==> src/cbu_pkg.sv <==
// Package for the conditional branch unit: field layout, opcodes, carriers
package cbu_pkg;
	localparam int CBU_XLEN = 32;
	localparam int CBU_RIDX_W = 5;
	localparam int CBU_RA_HI = 31;
	localparam int CBU_RA_LO = 27;
	localparam int CBU_RB_HI = 26;
	localparam int CBU_RB_LO = 22;
	localparam int CBU_IMM_HI = 21;
	localparam int CBU_IMM_LO = 6;
	localparam int CBU_OP_HI = 5;
	localparam int CBU_OP_LO = 0;
	localparam logic [5:0] CBU_OP_LTU = 6'h36;
	localparam logic [5:0] CBU_OP_NE = 6'h1e;
	localparam logic [31:0] CBU_INSN_STEP = 32'h00000004;
	localparam logic [31:0] CBU_PC_RESET = 32'h00000000;

	// Instruction issued to the unit
	typedef struct packed {
		logic valid;
		logic [31:0] pc;
		logic [31:0] insn;
	} cbu_issue_t;

	// Result handed back to the core
	typedef struct packed {
		logic valid;
		logic is_branch;
		logic taken;
		logic misaligned;
		logic [31:0] next_pc;
	} cbu_result_t;

	typedef enum logic [1:0] {
		CBU_KIND_NONE,
		CBU_KIND_LTU,
		CBU_KIND_NE
	} cbu_kind_t;
endpackage

==> src/cbu_decode.sv <==
// Field decoder for the two I-type compare branches
`timescale 1ns/1ps
module cbu_decode
	import cbu_pkg::*;
(
	input wire logic [31:0] insn_in,
	output cbu_pkg::cbu_kind_t kind_out,
	output logic [4:0] idx_a_out,
	output logic [4:0] idx_b_out,
	output logic [31:0] offset_out
);
	logic [15:0] offset_field;

	// Slice the I-type layout
	always_comb begin
		idx_a_out = insn_in[CBU_RA_HI:CBU_RA_LO];
		idx_b_out = insn_in[CBU_RB_HI:CBU_RB_LO];
		offset_field = insn_in[CBU_IMM_HI:CBU_IMM_LO];
		// Sign extension makes the field a signed byte displacement
		offset_out = {{16{offset_field[15]}}, offset_field};
		case (insn_in[CBU_OP_HI:CBU_OP_LO])
			CBU_OP_LTU: begin
				kind_out = CBU_KIND_LTU;
			end
			CBU_OP_NE: begin
				kind_out = CBU_KIND_NE;
			end
			default: begin
				kind_out = CBU_KIND_NONE;
			end
		endcase
	end
endmodule

==> src/cbu_branch_unit.sv <==
// Conditional branch unit: unsigned less-than and not-equal branches
`timescale 1ns/1ps
module cbu_branch_unit
	import cbu_pkg::*;
(
	input wire logic clk_in,
	input wire logic rstn_in,
	input wire logic ce_in,
	input wire cbu_pkg::cbu_issue_t issue_in,
	input wire logic [31:0] first_operand_reg_in,
	input wire logic [31:0] second_operand_reg_in,
	output cbu_pkg::cbu_result_t result_out,
	output logic [4:0] rf_idx_a_out,
	output logic [4:0] rf_idx_b_out
);
	import cbu_pkg::*;

	// Whole state in one struct; indices are re-read from each issue, so only the result is kept
	typedef struct packed {
		cbu_result_t res;
	} cbu_state_t;

	cbu_state_t state;
	cbu_state_t next_state;
	cbu_kind_t kind;
	logic [4:0] idx_a;
	logic [4:0] idx_b;
	logic [31:0] offset;
	logic [31:0] seq_pc;
	logic [31:0] target_pc;
	logic cond;

	cbu_decode u_decode (
		.insn_in(issue_in.insn),
		.kind_out(kind),
		.idx_a_out(idx_a),
		.idx_b_out(idx_b),
		.offset_out(offset)
	);

	// Index lookup is combinational; operands must be the values at those indices
	// Left unregistered on purpose: a registered index would cost every branch a stall cycle
	// Limitation: the operand inputs must come from a file that reads without a clock
	assign rf_idx_a_out = idx_a;
	assign rf_idx_b_out = idx_b;

	// Next-state: compare, pick target, check alignment
	always_comb begin
		next_state = state;
		// Both sums wrap at the top of the address space, as the fetch counter does
		seq_pc = issue_in.pc + CBU_INSN_STEP;
		target_pc = seq_pc + offset;
		// Full-width compares, read only
		case (kind)
			CBU_KIND_LTU: begin
				cond = first_operand_reg_in < second_operand_reg_in;
			end
			CBU_KIND_NE: begin
				cond = first_operand_reg_in != second_operand_reg_in;
			end
			default: begin
				cond = 1'b0;
			end
		endcase
		next_state.res.valid = issue_in.valid;
		next_state.res.is_branch = issue_in.valid && (kind != CBU_KIND_NONE);
		next_state.res.taken = next_state.res.is_branch && cond;
		// Choose taken target or fall-through
		next_state.res.next_pc = next_state.res.taken ? target_pc : seq_pc;
		// Only a taken target can be misaligned; a bad offset on a branch not taken is not flagged
		next_state.res.misaligned = next_state.res.taken && (target_pc[1:0] != 2'h0);
	end

	// Register state; ce low freezes everything
	// Reset wins over a low enable, so a stalled core still comes up clean
	always_ff @(posedge clk_in) begin
		if (!rstn_in) begin
			state <= '0;
			state.res.next_pc <= CBU_PC_RESET;
		end else if (ce_in) begin
			state <= next_state;
		end
	end

	assign result_out = state.res;
endmodule

==> config.mk <==
export PLATFORM = sky130hd
export DESIGN_NAME = cbu_branch_unit
export DESIGN_NICKNAME = d
export VERILOG_FILES = /design/src/cbu_pkg.sv /design/src/cbu_decode.sv /design/src/cbu_branch_unit.sv
export SDC_FILE = /design/constraint.sdc
export NUM_CORES = 1
export LEC_CHECK = 0
export ABC_AREA = 1
export BUFFER_PORTS_ARGS = -buffer_cell sky130_fd_sc_hd__clkbuf_2
export CAP_MARGIN = 10
export CORE_AREA = 2 2 116 118
export CTS_CLUSTER_SIZE = 8
export DETAILED_ROUTE_END_ITERATION = 7
export DIE_AREA = 0 0 118 120
export PLACE_DENSITY = 0.78
export SYNTH_ARGS = -nofsm -noshare
export SYNTH_HDL_FRONTEND = slang
export SYNTH_HIERARCHICAL = 1
export SYNTH_SLANG_ARGS = --single-unit
==> constraint.sdc <==
create_clock -name clk_in -period 3.2 [get_ports clk_in]
set_input_delay 0 -clock clk_in [delete_from_list [all_inputs] [get_ports clk_in]]
set_output_delay 0 -clock clk_in [all_outputs]
set_load 0.1 [all_outputs]
==> results.toml, run 1 <==
[detailed_routing]
drtPass1Iterations = 5
drtIter0Drc = 432
final_antenna_net_count = 0
routed_wl_um = 20900
vias_per_cell = 5.01
routedWlPerCell_um = 14.5
drc = 0
vias = 7238

[global_routing]
grt_pass1_wl_um = 33000
grt_max_degree = 37
grt_use_total = 0.293
first_global_vias = 6644
overflow = 0
antenna_found_initial = 0

[die]
design.portCount = 178
rows = 42
die_width_um = 118
die_h_um = 120
coreArea_mm2 = 0.0130
start_util = 0.492
dieArea_mm2 = 0.0142

[timing]
fin_tns_setup_ps = 0
max_freq_ghz = 0.346
final_max_slew_viol_count = 0
finalSetupViolations = 0
min_period_over_period = 0.904
rsz0062_at_grt = "no"
fin_ws_ps = 309
fin_worst_skew_ps = 0
maxSlewHeadroom = 0.361
worst_pin_slew_ps = 953
hold_viol = 0
min_period_ps = 2890

[synth]
yosysTopAreaCellShare = 0.220
async_reset_ff_frac = 0
netlist_area_mm2 = 0.00638
synth_cells = 1134
synth-seq-cells = 36
syn_nets = 1342
ys.flop_type = "dfxtp_1"
ys.warnings.count = 6
seq_area_frac_synth = 0.113
yosysMostFrequentCell = "nand2_1"
synth.area.top_cells = "nand2_1 (22%), ha_1 (15%), inv_1 (13%)"
synth.avg_cell_area_um2 = 5.63
synth_largest_area_cell = "nand2_1"
yosysUniqueCellTypes = 40
synth-edff-count = 0
synth_common_cells = "nand2_1 (374), inv_1 (216), nand3_1 (89), nor2_1 (89), ha_1 (75)"

[place]
dp_cells = 1437
io_buffers = 157
dp_hpwl_um = 17400
dp_slack_ps = 100
routabilityCongestion = 1.04

[layout]
area_growth_syn_to_layout_pct = 15.5
nets = 1477
final_cells = 1446
final_layout_size_suffix_gt1_frac = 0.179
diodes = 0
largest_reg_flops = 36
utilization = 0.568

[critical_path]
setup.worst_path.class = "in2reg"
crit_required_ps = 3380
crit_path_max_fanout = 3
worstPathArrival_ps = 3080
end_kind = "flop"
startpoint_type = "input port"

[clock_network]
htree_levels = 2
cts_sinks = 36
clockBufferDepth = 2
clk_pin_slew_ps = 50
cts_tree = "done"
post_cts_buffers = 0
clockRootBuffer = "clkbuf_16"
clk-insertion-delay-late_ps = 280
numCtsBuffers = 5

[worst_hold_path]
hp-class = "in2out"

[power]
totalPowerFinal_mw = 2.17
p_leak_nw = 4.47
power.density_mw_per_mm2 = 295
ir_drop_mv = 0.182

[flow_run]
drv_cap = 0

[status]
status = "complete, no violations"
## final timing paths
| check | to | cells after the start | start | slack [ps] |
|---|---|---|---|---|
| hold / removal | rf_idx_a_out[0] | 0 | issue_in[27] | 0.04 |
| hold reg to reg | result_out[18] | 2 | result_out[18] | 470 |
| setup / recovery | result_out[27] | 25 | issue_in[35] | 310 |
| setup reg to reg | result_out[19] | 2 | result_out[19] | 2480 |
## cells in the final DEF, fill, tap and decap left out, types with 3 or more instances in the layout
cell / n
ha_1: 75
nand2_2: 4
nand2_1: 374
a31oi_1: 3
xor2_1: 28
nor3_1: 11
nand4_1: 18
inv_1: 216
clkbuf_2: 157
dfxtp_1: 36
nand3_1: 89
nor3_2: 5
inv_2: 7
xnor2_1: 10
a21oi_1: 51
buf_4: 29
clkbuf_16: 5
o21bai_1: 5
nand4_2: 3
nor2_1: 89
nor2_2: 7
nand3b_1: 12
a21o_1: 3
o21ai_0: 8
and2_1: 3
## worst max-delay path, stage by stage
cell and delay (ps):
clkbuf_2 120, ha_1 180, nand2_1 90, nor2_4 110, nand4_2 190, nor2_2 160, nand3_1 80, nor2_1 140
xor2_1 240, inv_1 70, ha_1 290, buf_4 130, nand2_1 90, nor2_1 150, inv_1 80, nor3_1 230
and2_1 170, nand2_1 80, nand2_1 70, nand2_1 50, nand2_1 50, nand3_1 60, nand2_1 80, nand2_1 50
a21oi_1 130
## metrics by stage
stage	hold slack, ps	cell area [µm²]
floorplan	135	6380
global placement	0.681	7200
detailed placement	0.681	7200
CTS	0.681	7370
global route	0.154	7370
finish	0.0439	7370
## routing by layer
layer,vias up,part of all wire,track usage
met4,0,0.041,0.122
met5,-,0,0
met2,293,0.46,0.509
met3,50,0.065,0.0257
li1,3742,-,-
met1,3153,0.43,0.374
## where the power goes
| part | leakage (nW) | switching [mW] | total, mW | internal, mW |
|---|---|---|---|---|
| clock | 0.0808 | 0.210 | 0.577 | 0.367 |
| combinational | 4.10 | 0.745 | 1.10 | 0.359 |
| sequential | 0.298 | 0.0172 | 0.493 | 0.475 |
## cells by family (layout without fill, tap and decap cells)
logic type                 after synthesis  in the layout  share of synthesized area
DFF                                     36             36                      0.113
adders and majority gates               76             76                      0.150
AOI/OAI and AO/OA                       76             76                     0.0668
and+or+nand+nor                        624            624                      0.422
buffers and inverters                  284            420                      0.196
xor gates and xnor gates                38             38                     0.0521
## cell type report
type                    instances  area (µm²)
multi-input cells             814        4410
well taps                     176         220
flip-flops and latches         36         721
inverters                     225         845
clock buffers                   6         129
repair buffers                187        1010
clock inverters                 2        35.0
fillers                      1373        5610
## what timing repair did
| action | 4_1_cts | 5_1_grt |
|---|---|---|
| hold buffers | 1 | 0 |
| gates resized for setup | 0 | 0 |
| hold endpoints to repair | 1 | 0 |
No activity file was read; power rests on OpenSTA's default activity.
==> run 2: changes to the inputs <==
Settings changed: CORE_AREA 2 2 116 118 to 2 2 130 132, DIE_AREA 0 0 118 120 to 0 0 132 134, PLACE_DENSITY 0.78 to 0.65.
==> results.toml, run 2 (synthesized netlist as in run 1, its figures left out) <==
[critical_path]
rrSetupSlack_ps = 2460
crit_start = "issue_in[35]"
crit_required_ps = 3410
crit_path_max_fanout = 5
r2r_cells = 2
startpoint_type = "input port"
setup.worst_path.class = "in2reg"
end_kind = "flop"
crit_end = "result_out[26]"
worstPathArrival_ps = 3000
r2r_start = "result_out[21]"
r2r-end = "result_out[21]"

[timing]
final_max_slew_viol_count = 0
fin_tns_setup_ps = 0
maxSlewHeadroom = 0.337
hold_viol = 0
fin_ws_ps = 408
min_period_over_period = 0.873
worst_pin_slew_ps = 988
finalSetupViolations = 0
max_freq_ghz = 0.358
min_period_ps = 2790
fin_worst_skew_ps = 0
whs_ps = 0.0342
rsz0062_at_grt = "no"

[power]
power.density_mw_per_mm2 = 289
p_leak_nw = 4.43
ir_drop_mv = 0.175
totalPowerFinal_mw = 2.13

[layout]
largest_reg_flops = 36
multiInputGateArea_mm2 = 0.00443
nets = 1469
final_common_cell = "nand2_1"
utilization = 0.452
area_growth_syn_to_layout_pct = 15.4
n_fill_cell = 1838
mostFrequentLayoutCells = "nand2_1 (374), inv_1 (216), clkbuf_2 (157), nand3_1 (89), nor2_1 (87)"
final-seq-area_um2 = 721
final_layout_size_suffix_gt1_frac = 0.177

[detailed_routing]
drtIter0Drc = 379
drtPass1Iterations = 6
routed_wl_um = 21500
drc = 0
vias_per_cell = 4.81
routedWlPerCell_um = 14.5
vias = 7137
final_antenna_net_count = 0

[place]
dp_slack_ps = 26.8
routabilityCongestion = 0.978
dp_hpwl_um = 17600
io_buffers = 157

[die]
coreArea_mm2 = 0.0163
die_width_um = 132
rows = 47
dieArea_mm2 = 0.0177
design.portCount = 178
start_util = 0.392
die_h_um = 134

[clock_network]
htree_levels = 2
numCtsBuffers = 5
cts_tree = "done"
cts_sinks = 36
clk-insertion-delay-late_ps = 290
clockRootBuffer = "clkbuf_16"
clk_pin_slew_ps = 80
clockBufferDepth = 2

[status]
status = "complete, no violations"

[global_routing]
grt_use_total = 0.241
grt_max_degree = 37
grt_pass1_wl_um = 34100
first_global_vias = 6722
overflow = 0
antenna_found_initial = 1

[flow_run]
drv_cap = 0

[worst_hold_path]
hp-class = "in2out"
run 2: cell types whose count changed in the layout (fill, tap and decap cells not counted), sizes merged:
cell and delta:
buf -8, clkinv +2, bufinv -1, clkbuf -1, diode +1
run 2: report_power, final:
part / internal [mW] / total [mW] / switching, mW
clock network: 0.289 / 0.551 / 0.262
registers: 0.475 / 0.491 / 0.0155
logic: 0.349 / 1.09 / 0.741
run 2: cell type report:
class / instances / area share
antenna: 1 / 0.000340
clock buffer: 5 / 0.0170
clock inverter: 3 / 0.00255
inverter: 225 / 0.115
multi-input combinational: 814 / 0.601
sequential: 36 / 0.0978
tap: 220 / 0.0374
timing repair buffer: 179 / 0.129
run 2: layer usage:
metal  global-route usage  up-vias  share of wire
met5                    0        -              0
met4               0.0978        0          0.039
met1                0.309     3101           0.43
met3               0.0204       48          0.066
li1                     -     3718              -
met2                0.419      270           0.46
run 2: what timing repair did:
action | CTS | global route
hold endpoints to repair | 1 | 0
gates resized for setup | 0 | 3
hold buffers | 1 | 0
setup buffers | 0 | 0
setup endpoints to repair | 0 | 2
run 2: worst min-delay path by stage:
stage                             from              end  slack (ps)  depth (start not counted)
after floorplan           issue_in[64]   result_out[35]         130                          2
after global placement    issue_in[23]  rf_idx_b_out[1]         0.7                          0
after detailed placement  issue_in[23]  rf_idx_b_out[1]         0.7                          0
after CTS                 issue_in[23]  rf_idx_b_out[1]         0.7                          0
after global routing      issue_in[27]  rf_idx_a_out[0]         0.2                          0
final                     issue_in[31]  rf_idx_a_out[4]        0.03                          0
run 2: per-stage QoR:
step	std cells	instance area (µm²)
after floorplan	1134	6380
after global placement	1473	7200
after detailed placement	1473	7200
after CTS	1482	7350
after global routing	1482	7370
final	1483	7370
run 2: worst max-delay path, stage by stage:
cell and delay [ps]:
clkbuf_2 110, ha_1 180, nand2_1 100, nor2_4 130
nand4_4 140, nor2_2 140, buf_4 140, nand3_1 70
xor2_1 190, inv_1 70, ha_1 410, nand2_1 160
nor2_1 250, inv_1 90, nor3_1 180, nand2_1 130
nand3_1 100, nand2_1 50, nand2_1 50, inv_1 40
nand3_1 60, nand3_1 80, a21oi_1 130
==> run 3: changes to the inputs <==
Settings changed: BUFFER_PORTS_ARGS -buffer_cell sky130_fd_sc_hd__clkbuf_2 to -buffer_cell sky130_fd_sc_hd__buf_2, PLACE_DENSITY 0.65 to 0.71.
==> results.toml, run 3 (synthesized netlist as in run 1, its figures left out) <==
[status]
status = "complete, no violations"

[power]
power.density_mw_per_mm2 = 284
p_leak_nw = 4.42
ir_drop_mv = 0.161
totalPowerFinal_mw = 2.09

[timing]
fin_worst_skew_ps = 0
rsz0062_at_grt = "no"
hold_viol = 0
finalSetupViolations = 0
fin_tns_setup_ps = 0
worst_pin_slew_ps = 917
min_period_over_period = 0.902
min_period_ps = 2890
maxSlewHeadroom = 0.385
fin_ws_ps = 313
final_max_slew_viol_count = 0
max_freq_ghz = 0.346

[clock_network]
cts_tree = "done"
post_cts_buffers = 0
clk-insertion-delay-late_ps = 280
cts_sinks = 36
clk_pin_slew_ps = 60
htree_levels = 2
clockRootBuffer = "clkbuf_16"
numCtsBuffers = 5
clockBufferDepth = 2

[global_routing]
grt_pass1_wl_um = 33800
gr-usage-met3 = 0.0178
grt_use_total = 0.238
overflow = 0
met2_usage = 0.429
antenna_found_initial = 0
grt_util_met1 = 0.301
first_global_vias = 6709
grt_max_degree = 37
top_usage_layer = "met2"

[layout]
utilization = 0.452
final_layout_size_suffix_gt1_frac = 0.177
area_growth_syn_to_layout_pct = 15.4
largest_reg_flops = 36
nets = 1469
mostFrequentLayoutCells = "nand2_1 (374), inv_1 (216), buf_2 (157), nand3_1 (89), nor2_1 (88)"
final_common_cell = "nand2_1"
diodes = 0

[detailed_routing]
drtPass1Iterations = 5
final_antenna_net_count = 0
routed_wl_um = 21600
routedWlPerCell_um = 14.6
vias_per_cell = 4.93
drc = 0
drtIter0Drc = 409
vias = 7306

[critical_path]
r2r_cells = 4
slowest_stage = "ha_1"
crit_required_ps = 3390
crit_path_max_fanout = 5
worstPathArrival_ps = 3080
critPathTopFamily = "simple AND/OR/NAND/NOR gates"
startpoint_type = "input port"
setup.worst_path.class = "in2reg"
cpPeakStageDelay_ps = 380
end_kind = "flop"
crit_cells = 22
worstPathCellList = "buf_2 > ha_1 > nand2_1 > nor2_4 > nand4_2 > nor2_4 > nand3_1 > xor2_2 > inv_1 > ha_1 > nand2_1 > nor2_2 > inv_1 > nor3_1 > nand2_1 > nand3_1 > nand2_1 > nand2_1 > inv_1 > nand3_1 > nand3_1 > a21oi_1"
crit_buf_inv = 4
crit_top_cell = "nand2_1"

[die]
die_width_um = 132
coreArea_mm2 = 0.0163
start_util = 0.392
design.portCount = 178
dieArea_mm2 = 0.0177
rows = 47
die_h_um = 134

[place]
dp_slack_ps = 3.28
io_buffers = 157
dp_hpwl_um = 17800
routabilityCongestion = 0.992

[worst_hold_path]
hp-class = "in2out"
hold_depth = 0

[flow_run]
drv_cap = 0
-- run 3: cell count changes in the layout (fill, tap and decap cells not counted) --
cell      delta
buf_2      +157
clkbuf_2   -157
nor2_2       -2
diode_2      -1
nand4_2      +1
nand4_4      -1
nor2_1       +1
nor2_4       +1
xor2_1       -1
xor2_2       +1
-- run 3: what timing repair did --
action,in CTS,in global routing
gates resized for setup,0,4
endpoints found under the hold margin,2,0
hold buffers,1,0
setup endpoints to repair,0,2
-- run 3: worst reg2reg max path, delay by kind of cell (launching register included) --
family                 cells  cell delay, ps
AO/OA/AOI/OAI              1             100
buffers and inverters      1              40
AND/OR/NAND/NOR            2             120
flip-flops                 1             320
-- run 3: final cells by class --
cell class | count | area, µm²
clock buffer | 5 | 125
clock inverter | 3 | 18.8
fill | 1797 | 8920
inverter | 225 | 845
multi-input combinational | 814 | 4430
sequential | 36 | 721
tap | 220 | 275
timing repair buffer | 179 | 953
-- run 3: metrics by stage --
step / instance area (µm²) / hold slack [ps] / cells
after floorplan: 6380 / 135 / 1134
after global placement: 7190 / 0.681 / 1473
after detailed placement: 7190 / 0.681 / 1473
after CTS: 7350 / 0.681 / 1482
after global routing: 7370 / 0.154 / 1482
final: 7370 / 0.0342 / 1482
-- run 3: worst paths after layout --
kind	startpoint	to	slack (ps)
max reg2reg	result_out[29]	result_out[29]	2520
min	issue_in[26]	rf_idx_b_out[4]	0.03
max	issue_in[35]	result_out[26]	310
min reg2reg	result_out[27]	result_out[27]	460
-- run 3: report_power, final --
group	internal, mW	leakage, nW	switching (mW)
Sequential	0.475	0.298	0.0140
Combinational	0.348	4.05	0.746
Clock	0.288	0.0736	0.222
Total	1.11	4.42	0.982
-- run 3: layer usage --
layer	wire length, µm	vias to the layer above	part of all wire
met4	611	0	0.028
met1	9510	3221	0.44
li1	-	3720	-
met3	1500	40	0.070
met2	9980	325	0.46
met5	0	-	0
